### src/pkg/smsp_defines.vh
`ifndef SMSP_DEFINES_VH
`define SMSP_DEFINES_VH

// Register port geometry
`define SMSP_DW        8
`define SMSP_AW        3

// Register offsets
`define SMSP_ADDR_CTRL 3'h0
`define SMSP_ADDR_CFG  3'h1
`define SMSP_ADDR_RATE 3'h2
`define SMSP_ADDR_DATA 3'h3
`define SMSP_ADDR_MASK 3'h4

// Control/status bit positions
`define SMSP_B_DONE    7
`define SMSP_B_WRITE_COLLISION_FLAG    6
`define SMSP_B_MODE_FAULT_FLAG    5
`define SMSP_B_OVRN    4
`define SMSP_B_BUSY    3
`define SMSP_B_SEL     2
`define SMSP_B_MEN     1
`define SMSP_B_UEN     0

// Configuration bit positions
`define SMSP_B_CPHA    7
`define SMSP_B_CPOL    6
`define SMSP_F_BC_HI   5
`define SMSP_F_BC_LO   3
`define SMSP_F_FS_HI   2
`define SMSP_F_FS_LO   0

// Reset values
`define SMSP_RST_FSIZE 3'h7
`define SMSP_RST_RATE  8'h00
`define SMSP_RST_FLAGS 4'h0
`define SMSP_RST_MASK  4'h0
`define SMSP_RST_PINS  4'h1

// Timing: shortest half period of the master serial clock, in clock cycles
`define SMSP_MIN_HALF  8'h01
// Pin synchroniser width, one bit per synchronised pin
`define SMSP_SYNC_W    4

`endif

### src/core/smsp_core.v
// Operation
// RULE_01: Full-duplex four-wire serial port on data out, data in, clock and select.
// RULE_02: Master or slave role chosen by the master enable bit.
// RULE_03: Master bit rate never above half the system clock.
// RULE_04: External master keeps full-duplex slave rate at or below clock/10.
// RULE_05: Send-only external master may reach clock/2 with synchronous signals.
// RULE_06: Detect another master starting a transfer while this unit is master.
// RULE_07: Active-low select chooses which slave joins a transfer.
// RULE_08: Master drives MOSI; slave only reads it.
// RULE_09: Both data lines shift most significant bit first.
// RULE_10: Selected slave drives MISO; master samples it.
// RULE_11: Unselected slave leaves MISO undriven.
// RULE_12: Only master drives SCK; slave times data from it.
// RULE_13: Select is an input: selects a slave, disables a master.
// RULE_14: External master holds select low for a whole transfer.
// RULE_15: Transfer end sets a done flag that software alone clears.
// RULE_16: Data write while busy is dropped and flags a write collision.
// RULE_17: Select low in master role flags mode fault and clears both enables.
// RULE_18: Master frame size field selects one to eight bits; slave ignores it.
// RULE_19: After reset unit disabled, flags clear, MISO undriven.
`timescale 1ns/1ps
`default_nettype none
`include "smsp_defines.vh"

module smsp_core (
    // Clock, reset, enable
    input  wire                 ref_clk_in,
    input  wire                 rst_n_in,
    input  wire                 ce_in,
    // Register port
    input  wire [`SMSP_AW-1:0]  addr_in,
    input  wire [`SMSP_DW-1:0]  wdata_in,
    input  wire                 wr_in,
    input  wire                 rd_in,
    output reg  [`SMSP_DW-1:0]  rdata_out,
    output reg                  irq_out,
    // Serial clock pin
    input  wire                 sck_in,
    output reg                  sck_out,
    output reg                  sck_oe_out,
    // Master-out data pin
    input  wire                 mosi_in,
    output reg                  mosi_out,
    output reg                  mosi_oe_out,
    // Master-in data pin
    input  wire                 miso_in,
    output reg                  miso_out,
    output reg                  miso_oe_out,
    // Select pin
    input  wire                 nss_n_in
);

    localparam ST_IDLE = 1'b0;
    localparam ST_RUN  = 1'b1;

    // Flags: done, write collision, mode fault, overrun
    reg        unit_enable_bit;
    reg        master_enable_bit;
    reg [3:0]  flags;
    reg [3:0]  mask;
    reg        cpha;
    reg        cpol;
    reg [2:0]  frame_size_field;
    reg [7:0]  rate;
    reg [7:0]  rx_buf;
    reg        rx_unread;
    reg [7:0]  shreg;
    reg [3:0]  edge_cnt;
    reg [2:0]  bit_cnt;
    reg [7:0]  div;
    reg        state;
    reg        sck_d;
    reg        nss_d;

    wire [3:0] pins_s;
    wire       sck_s;
    wire       mosi_s;
    wire       miso_s;
    wire       nss_s;

    function [7:0] low_mask;
        input [2:0] f;
        begin
            low_mask = 8'hFF >> (3'h7 - f);
        end
    endfunction

    function [3:0] last_edge;
        input [2:0] f;
        begin
            last_edge = {f, 1'b1};
        end
    endfunction

    function is_reg;
        input [`SMSP_AW-1:0] a;
        input [`SMSP_AW-1:0] r;
        begin
            is_reg = (a == r);
        end
    endfunction

    smsp_sync #(
        .W   (`SMSP_SYNC_W),
        .RST (`SMSP_RST_PINS)
    ) u_sync (
        .ref_clk_in (ref_clk_in),
        .rst_n_in   (rst_n_in),
        .ce_in      (ce_in),
        .async_in   ({sck_in, mosi_in, miso_in, nss_n_in}),
        .sync_out   (pins_s)
    );

    assign sck_s  = pins_s[3];
    assign mosi_s = pins_s[2];
    assign miso_s = pins_s[1];
    assign nss_s  = pins_s[0];

    wire mode_m  = unit_enable_bit & master_enable_bit; // RULE_02
    wire mode_s  = unit_enable_bit & ~master_enable_bit; // RULE_02
    wire sel     = ~nss_s; // RULE_07
    wire fault   = mode_m & sel; // RULE_06 RULE_13 RULE_17
    wire mrun    = (state == ST_RUN);
    wire m_tick  = mrun & (div == 8'h00);
    // Slave edges only while selected; rate limits on the far side keep this valid
    wire s_edge  = mode_s & sel & (sck_s ^ sck_d); // RULE_12 RULE_04 RULE_05
    wire lead    = mrun ? (sck_out == cpol) : (sck_d == cpol);
    wire go      = m_tick | s_edge;
    wire samp    = go & (lead ^ cpha);
    wire drv     = go & ~(lead ^ cpha);
    wire [2:0] top = mode_m ? frame_size_field : 3'h7; // RULE_18
    wire [7:0] sh_next = {shreg[6:0], mrun ? miso_s : mosi_s}; // RULE_09 RULE_10
    wire m_last  = m_tick & ~lead & (edge_cnt == last_edge(frame_size_field)); // RULE_18
    wire s_end   = mode_s & nss_s & ~nss_d; // RULE_14
    wire busy    = mrun | (mode_s & sel);
    wire dwr     = wr_in & is_reg(addr_in, `SMSP_ADDR_DATA);
    wire drd     = rd_in & is_reg(addr_in, `SMSP_ADDR_DATA);
    wire cwr     = wr_in & is_reg(addr_in, `SMSP_ADDR_CTRL);
    wire finish  = m_last | s_end;
    wire start   = dwr & mode_m & ~mrun & ~fault;
    wire write_collision_flag_ev = dwr & busy; // RULE_16
    wire ovr_ev  = finish & rx_unread;
    wire [7:0] rx_word = (samp ? sh_next : shreg) & low_mask(top);
    wire [3:0] set_ev = {finish, write_collision_flag_ev, fault, ovr_ev};
    wire [3:0] clr_ev = cwr ? wdata_in[`SMSP_B_DONE:`SMSP_B_OVRN] : 4'h0;
    wire [3:0] next_flags = (flags & ~clr_ev) | set_ev;

    // Enables; a mode fault overrides a software write in the same cycle
    always @(posedge ref_clk_in or negedge rst_n_in) begin
        if (!rst_n_in) begin
            unit_enable_bit   <= 1'b0; // RULE_19
            master_enable_bit <= 1'b0;
        end else if (ce_in) begin
            if (fault) begin
                unit_enable_bit   <= 1'b0; // RULE_17
                master_enable_bit <= 1'b0;
            end else if (cwr) begin
                unit_enable_bit   <= wdata_in[`SMSP_B_UEN];
                master_enable_bit <= wdata_in[`SMSP_B_MEN];
            end
        end
    end

    // Sticky flags: a set in the clearing cycle wins
    always @(posedge ref_clk_in or negedge rst_n_in) begin
        if (!rst_n_in) begin
            flags <= `SMSP_RST_FLAGS; // RULE_19
        end else if (ce_in) begin
            flags <= next_flags; // RULE_15
        end
    end

    always @(posedge ref_clk_in or negedge rst_n_in) begin
        if (!rst_n_in) begin
            mask <= `SMSP_RST_MASK;
        end else if (ce_in && wr_in && is_reg(addr_in, `SMSP_ADDR_MASK)) begin
            mask <= wdata_in[`SMSP_B_DONE:`SMSP_B_OVRN];
        end
    end

    // Clock shape should only change with the unit disabled
    always @(posedge ref_clk_in or negedge rst_n_in) begin
        if (!rst_n_in) begin
            cpha             <= 1'b0;
            cpol             <= 1'b0;
            frame_size_field <= `SMSP_RST_FSIZE;
        end else if (ce_in && wr_in && is_reg(addr_in, `SMSP_ADDR_CFG)) begin
            cpha             <= wdata_in[`SMSP_B_CPHA];
            cpol             <= wdata_in[`SMSP_B_CPOL];
            frame_size_field <= wdata_in[`SMSP_F_FS_HI:`SMSP_F_FS_LO];
        end
    end

    always @(posedge ref_clk_in or negedge rst_n_in) begin
        if (!rst_n_in) begin
            rate <= `SMSP_RST_RATE;
        end else if (ce_in && wr_in && is_reg(addr_in, `SMSP_ADDR_RATE)) begin
            rate <= wdata_in;
        end
    end

    // Master sequencer
    always @(posedge ref_clk_in or negedge rst_n_in) begin
        if (!rst_n_in) begin
            state <= ST_IDLE;
        end else if (ce_in) begin
            case (state)
                ST_IDLE: begin
                    if (start) begin
                        state <= ST_RUN;
                    end
                end
                ST_RUN: begin
                    if (fault || !mode_m || m_last) begin
                        state <= ST_IDLE;
                    end
                end
                default: begin
                    state <= ST_IDLE;
                end
            endcase
        end
    end

    // Half-period divider: reload of rate gives rate+1 cycles per half period
    always @(posedge ref_clk_in or negedge rst_n_in) begin
        if (!rst_n_in) begin
            div <= 8'h00;
        end else if (ce_in) begin
            if (start || m_tick) begin
                div <= rate + `SMSP_MIN_HALF - 8'h01; // RULE_03
            end else if (mrun) begin
                div <= div - 8'h01;
            end
        end
    end

    always @(posedge ref_clk_in or negedge rst_n_in) begin
        if (!rst_n_in) begin
            edge_cnt <= 4'h0;
        end else if (ce_in) begin
            if (start) begin
                edge_cnt <= 4'h0;
            end else if (m_tick) begin
                edge_cnt <= edge_cnt + 4'h1;
            end
        end
    end

    always @(posedge ref_clk_in or negedge rst_n_in) begin
        if (!rst_n_in) begin
            bit_cnt <= 3'h0;
        end else if (ce_in) begin
            if (start || (mode_s && !sel)) begin
                bit_cnt <= 3'h0;
            end else if (samp) begin
                bit_cnt <= bit_cnt + 3'h1;
            end
        end
    end

    // Shift register: loaded only while idle
    always @(posedge ref_clk_in or negedge rst_n_in) begin
        if (!rst_n_in) begin
            shreg <= 8'h00;
        end else if (ce_in) begin
            if (dwr && !busy) begin
                shreg <= wdata_in; // RULE_16
            end else if (samp) begin
                shreg <= sh_next; // RULE_09
            end
        end
    end

    // Receive buffer keeps the older word on overrun
    always @(posedge ref_clk_in or negedge rst_n_in) begin
        if (!rst_n_in) begin
            rx_buf    <= 8'h00;
            rx_unread <= 1'b0;
        end else if (ce_in) begin
            if (finish && !rx_unread) begin
                rx_buf    <= rx_word;
                rx_unread <= 1'b1;
            end else if (drd) begin
                rx_unread <= 1'b0;
            end
        end
    end

    always @(posedge ref_clk_in or negedge rst_n_in) begin
        if (!rst_n_in) begin
            sck_d <= 1'b0;
            nss_d <= 1'b1;
        end else if (ce_in) begin
            sck_d <= sck_s;
            nss_d <= nss_s;
        end
    end

    // Serial clock out: toggles per half period, idles at polarity
    always @(posedge ref_clk_in or negedge rst_n_in) begin
        if (!rst_n_in) begin
            sck_out    <= 1'b0;
            sck_oe_out <= 1'b0;
        end else if (ce_in) begin
            sck_oe_out <= mode_m & ~fault; // RULE_12
            if (!mrun || fault) begin
                sck_out <= cpol;
            end else if (m_tick) begin
                sck_out <= ~sck_out; // RULE_03
            end
        end
    end

    always @(posedge ref_clk_in or negedge rst_n_in) begin
        if (!rst_n_in) begin
            mosi_out    <= 1'b0;
            mosi_oe_out <= 1'b0;
        end else if (ce_in) begin
            mosi_oe_out <= mode_m & ~fault; // RULE_08 RULE_01
            if (start) begin
                mosi_out <= wdata_in[frame_size_field]; // RULE_09
            end else if (drv && mrun) begin
                mosi_out <= shreg[frame_size_field]; // RULE_09
            end
        end
    end

    // Slave output: first bit ready at selection, later bits on drive edges
    always @(posedge ref_clk_in or negedge rst_n_in) begin
        if (!rst_n_in) begin
            miso_out    <= 1'b0;
            miso_oe_out <= 1'b0; // RULE_19
        end else if (ce_in) begin
            miso_oe_out <= mode_s & sel; // RULE_11 RULE_10
            if (mode_s && sel && nss_d) begin
                miso_out <= shreg[7]; // RULE_09
            end else if (drv && !mrun) begin
                miso_out <= shreg[7];
            end
        end
    end

    // Read data stand in the cycle after the strobe only
    always @(posedge ref_clk_in or negedge rst_n_in) begin
        if (!rst_n_in) begin
            rdata_out <= 8'h00;
        end else if (ce_in) begin
            rdata_out <= 8'h00;
            if (rd_in) begin
                case (addr_in)
                    `SMSP_ADDR_CTRL: rdata_out <= {flags, busy, sel, master_enable_bit, unit_enable_bit};
                    `SMSP_ADDR_CFG:  rdata_out <= {cpha, cpol, bit_cnt, frame_size_field};
                    `SMSP_ADDR_RATE: rdata_out <= rate;
                    `SMSP_ADDR_DATA: rdata_out <= rx_buf;
                    `SMSP_ADDR_MASK: rdata_out <= {mask, 4'h0};
                    default:         rdata_out <= 8'h00;
                endcase
            end
        end
    end

    always @(posedge ref_clk_in or negedge rst_n_in) begin
        if (!rst_n_in) begin
            irq_out <= 1'b0;
        end else if (ce_in) begin
            irq_out <= |(next_flags & mask); // RULE_15
        end
    end

endmodule // smsp_core

`default_nettype wire

### src/core/smsp_sync.v
`timescale 1ns/1ps
`default_nettype none

module smsp_sync #(
    parameter W = 4,
    parameter [W-1:0] RST = {W{1'b0}}
) (
    // Clock, reset, enable
    input  wire         ref_clk_in,
    input  wire         rst_n_in,
    input  wire         ce_in,
    // Pins
    input  wire [W-1:0] async_in,
    output reg  [W-1:0] sync_out
);

    reg [W-1:0] meta;

    // First stage feeds the second stage only
    always @(posedge ref_clk_in or negedge rst_n_in) begin
        if (!rst_n_in) begin
            meta     <= RST;
            sync_out <= RST;
        end else if (ce_in) begin
            meta     <= async_in;
            sync_out <= meta;
        end
    end

endmodule // smsp_sync

`default_nettype wire

### config.mk
export PLATFORM = sky130hd
export DESIGN_NAME = smsp_core
export DESIGN_NICKNAME = d
export VERILOG_FILES = /design/src/core/smsp_core.v /design/src/core/smsp_sync.v
export VERILOG_INCLUDE_DIRS = /design/src /design/src/pkg
export SDC_FILE = /design/constraint.sdc
export NUM_CORES = 1
export LEC_CHECK = 0
export BUFFER_PORTS_ARGS = -buffer_cell sky130_fd_sc_hd__buf_2
export CAP_MARGIN = 15
export CORE_MARGIN = 5
export CORE_UTILIZATION = 40
export CTS_BUF_LIST = sky130_fd_sc_hd__clkbuf_2 sky130_fd_sc_hd__clkbuf_4 sky130_fd_sc_hd__clkbuf_8
export DETAILED_ROUTE_END_ITERATION = 12
export HOLD_SLACK_MARGIN = 0.08
export SYNTH_ARGS = -nofsm -noshare
export SYNTH_HDL_FRONTEND = slang
export SYNTH_HIERARCHICAL = 1
export SYNTH_SLANG_ARGS = --single-unit
### constraint.sdc
create_clock -name ref_clk_in -period 2.6 [get_ports ref_clk_in]
set_input_delay 0.39 -clock ref_clk_in [delete_from_list [all_inputs] [get_ports ref_clk_in]]
set_output_delay 0.39 -clock ref_clk_in [all_outputs]
set_load 0.02 [all_outputs]
==> impl_metrics.toml <==
[clock_network]
htreeDepth = 3
clockBufferDepth = 2
clk_latency_ns = 0.37
clk_pin_slew_ns = 0.08
cts.sinks = 80
cts_made_buffers = 9
cts_tree = "built"
clockRootBuffer = "clkbuf_8"

[place]
place_inst = 546
place_ws_ns = 0.296
place_area_um2 = 4790
gp_congestion = 0.861
dp_hpwl_mm = 8.36
port_buffers = 34

[synthesis]
syn-instance-count = 389
synth-seq-cells = 80
ys.flop_type = "dfrtp_1"
synth_top_area_frac = 0.412
syn-num-nets = 413
synth_top_cells_by_count = "dfrtp_1, nand2_1, o21ai_0"
synth_cell_types = 70
yosysMostFrequentCell = "dfrtp_1"
synth_area_leaders = "dfrtp_1, mux4_2, mux2_2"
ys_seq_area_frac = 0.447
synth_edf_count = 0
netlist_area_um2 = 4490
async_reset_ff_frac = 1.00
synth_warnings = 6
synth_area_leader_cell = "dfrtp_1"
syn-mean-instance-area_um2 = 11.5

[sta]
setup_violations = 0
layout_worst_path_cycle_share = 0.883
fin_ws_ns = 0.305
fmax_mhz = 436
max_slew_margin = 0.297
setup_tns_ns = 0
finalCriticalPeriod_ns = 2.29
worstMarginPinSlew_ns = 1.05
hold_viol = 0
fin_skew_ns = 0.0128
maxSlewViolCount = 0
rsz0062_at_grt = "false"
whs_ns = 0.251

[die]
initial_core_util = 0.411
ios = 35
die-area_um2 = 13400
num_rows = 38
die_w_um = 116
dieHeight_um = 116
core_um2 = 10900

[routing]
drtIter0Drc = 276
num_vias = 3400
firstDrtPassIters = 4
antenna_left = 0
drc = 0
viasPerCell = 6.04
drt-total-wl_mm = 11.7
wl_per_cell_um = 20.7

[power]
ir_worst_vdd_mv = 0.367
leakage_nw = 2.08
power_density_nw_per_um2 = 758
total_power_mw = 3.77

[final_layout]
area_delta_synth_final_pct = 10.7
fin_util = 0.455
n_antenna_cell = 0
fin_cells = 563
final_area_um2 = 4970
drive_gt1_frac = 0.303
nets = 442

[global_route]
antenna_found_initial = 0
grt_pass1_wl_mm = 18.4
overflow = 0
grt_max_degree = 81
first_global_vias = 3354
grt_usage = 0.183

[setup_path]
crit_buf_inv = 1
crit_family = "compound AO/OA/AOI/OAI gates"
worstPathArrival_ns = 2.55
cpPeakStageDelay_ns = 0.84
critPathMostFrequentCell = "a21oi_1"
rrSetupSlack_ns = 0.31
crit_path_end_kind = "flip-flop"
crit_fanout = 16
worst_path_max_delay_cell = "a22oi_1"
timing.critical_path.cells = "inv_1, ha_1, and4bb_2, a22oi_1, o31ai_1, a21oi_1, a21oi_1"
start_kind = "flip-flop"
worst-setup-path-type = "reg2reg"
required_ns = 2.85

[hold_path]
hold_class = "in2reg"

[job]
drv_cap = 0

[outcome]
status = "finished clean"
## cell type report
| type | count | area [um^2] |
|---|---|---|
| Tap cell | 140 | 175 |
| Sequential cell | 80 | 2010 |
| Clock inverter | 1 | 5.00 |
| Fill cell | 1015 | 5960 |
| Inverter | 11 | 41.3 |
| Timing Repair Buffer | 47 | 285 |
| Clock buffer | 15 | 169 |
| Multi-Input combinational cell | 269 | 2290 |
## where the power goes
group	switching, mW	internal (mW)
registers	0.348	1.56
logic	0.469	0.544
clock network	0.441	0.411
## cells by family after synthesis
group                      synth area share
adders and majority gates            0.0111
AOI/OAI and AO/OA                     0.191
DFF                                   0.447
muxes                                 0.170
buffers and inverters                0.0435
and+or+nand+nor                       0.122
xor gates and xnor gates             0.0148
## flip-flops by register name, summed over array words and instances, names as in the netlist, 3 cells and up
signal            flops
edge_cnt              4
frame_size_field      3
u_sync/sync_out       4
mask                  4
bit_cnt               3
flags                 4
rdata_out             8
div                   8
rx_buf                8
rate                  8
u_sync/meta           4
shreg                 8
## timing repair
| item | CTS | global route |
|---|---|---|
| resized for setup | 0 | 0 |
| endpoints found under the hold margin | 74 | 0 |
| setup buffers | 0 | 0 |
| hold buffers | 1 | 0 |
| setup endpoints to repair | 0 | 0 |
## final timing paths
| path | depth (start not counted) | to | startpoint |
|---|---|---|---|
| max | 7 | div[7] | div[0] |
| min | 2 | u_sync/meta[1] | miso_in |
| max reg2reg | 7 | div[7] | div[0] |
| min reg2reg | 1 | rdata_out[4] | rdata_out[4] |
| max in group asynchronous | 3 | u_sync/meta[0] | rst_n_in |
| min in group asynchronous | 3 | shreg[6] | rst_n_in |
## cells in the final DEF (no fill, tap or decap), drive strengths merged, types with 2 or more instances in the layout
cell | Yosys | final
a211oi | 2 | 2
a21o | 4 | 4
a21oi | 15 | 15
a22o | 10 | 10
a22oi | 4 | 4
a31oi | 4 | 4
a32o | 3 | 3
and2 | 3 | 3
and4b | 2 | 2
buf | 15 | 46
clkbuf | 14 | 15
clkinv | 1 | 2
dfrtp | 74 | 74
dfstp | 6 | 6
ha | 4 | 4
inv | 10 | 10
mux2 | 32 | 32
mux2i | 9 | 9
mux4 | 12 | 12
nand2 | 27 | 27
nand3 | 7 | 7
nand3b | 3 | 3
nand4 | 4 | 4
nand4b | 3 | 3
nor2 | 12 | 12
nor2b | 4 | 4
nor3 | 4 | 4
nor3b | 3 | 3
nor4b | 3 | 3
o2111ai | 7 | 7
o21a | 2 | 2
o21ai | 25 | 25
o22a | 14 | 14
o22ai | 4 | 4
o2bb2ai | 11 | 11
o31ai | 5 | 5
or2 | 3 | 3
or3 | 5 | 5
xnor2 | 4 | 4
## routing by layer
layer  global-route usage  up-vias  part of all wire
li1                     -     1549                 -
met1                0.253     1712              0.46
met2                0.272      114              0.44
met3               0.0428       25             0.064
met4               0.0851        0             0.033
met5                    0        -                 0
No activity file was read; power rests on OpenSTA's default activity.
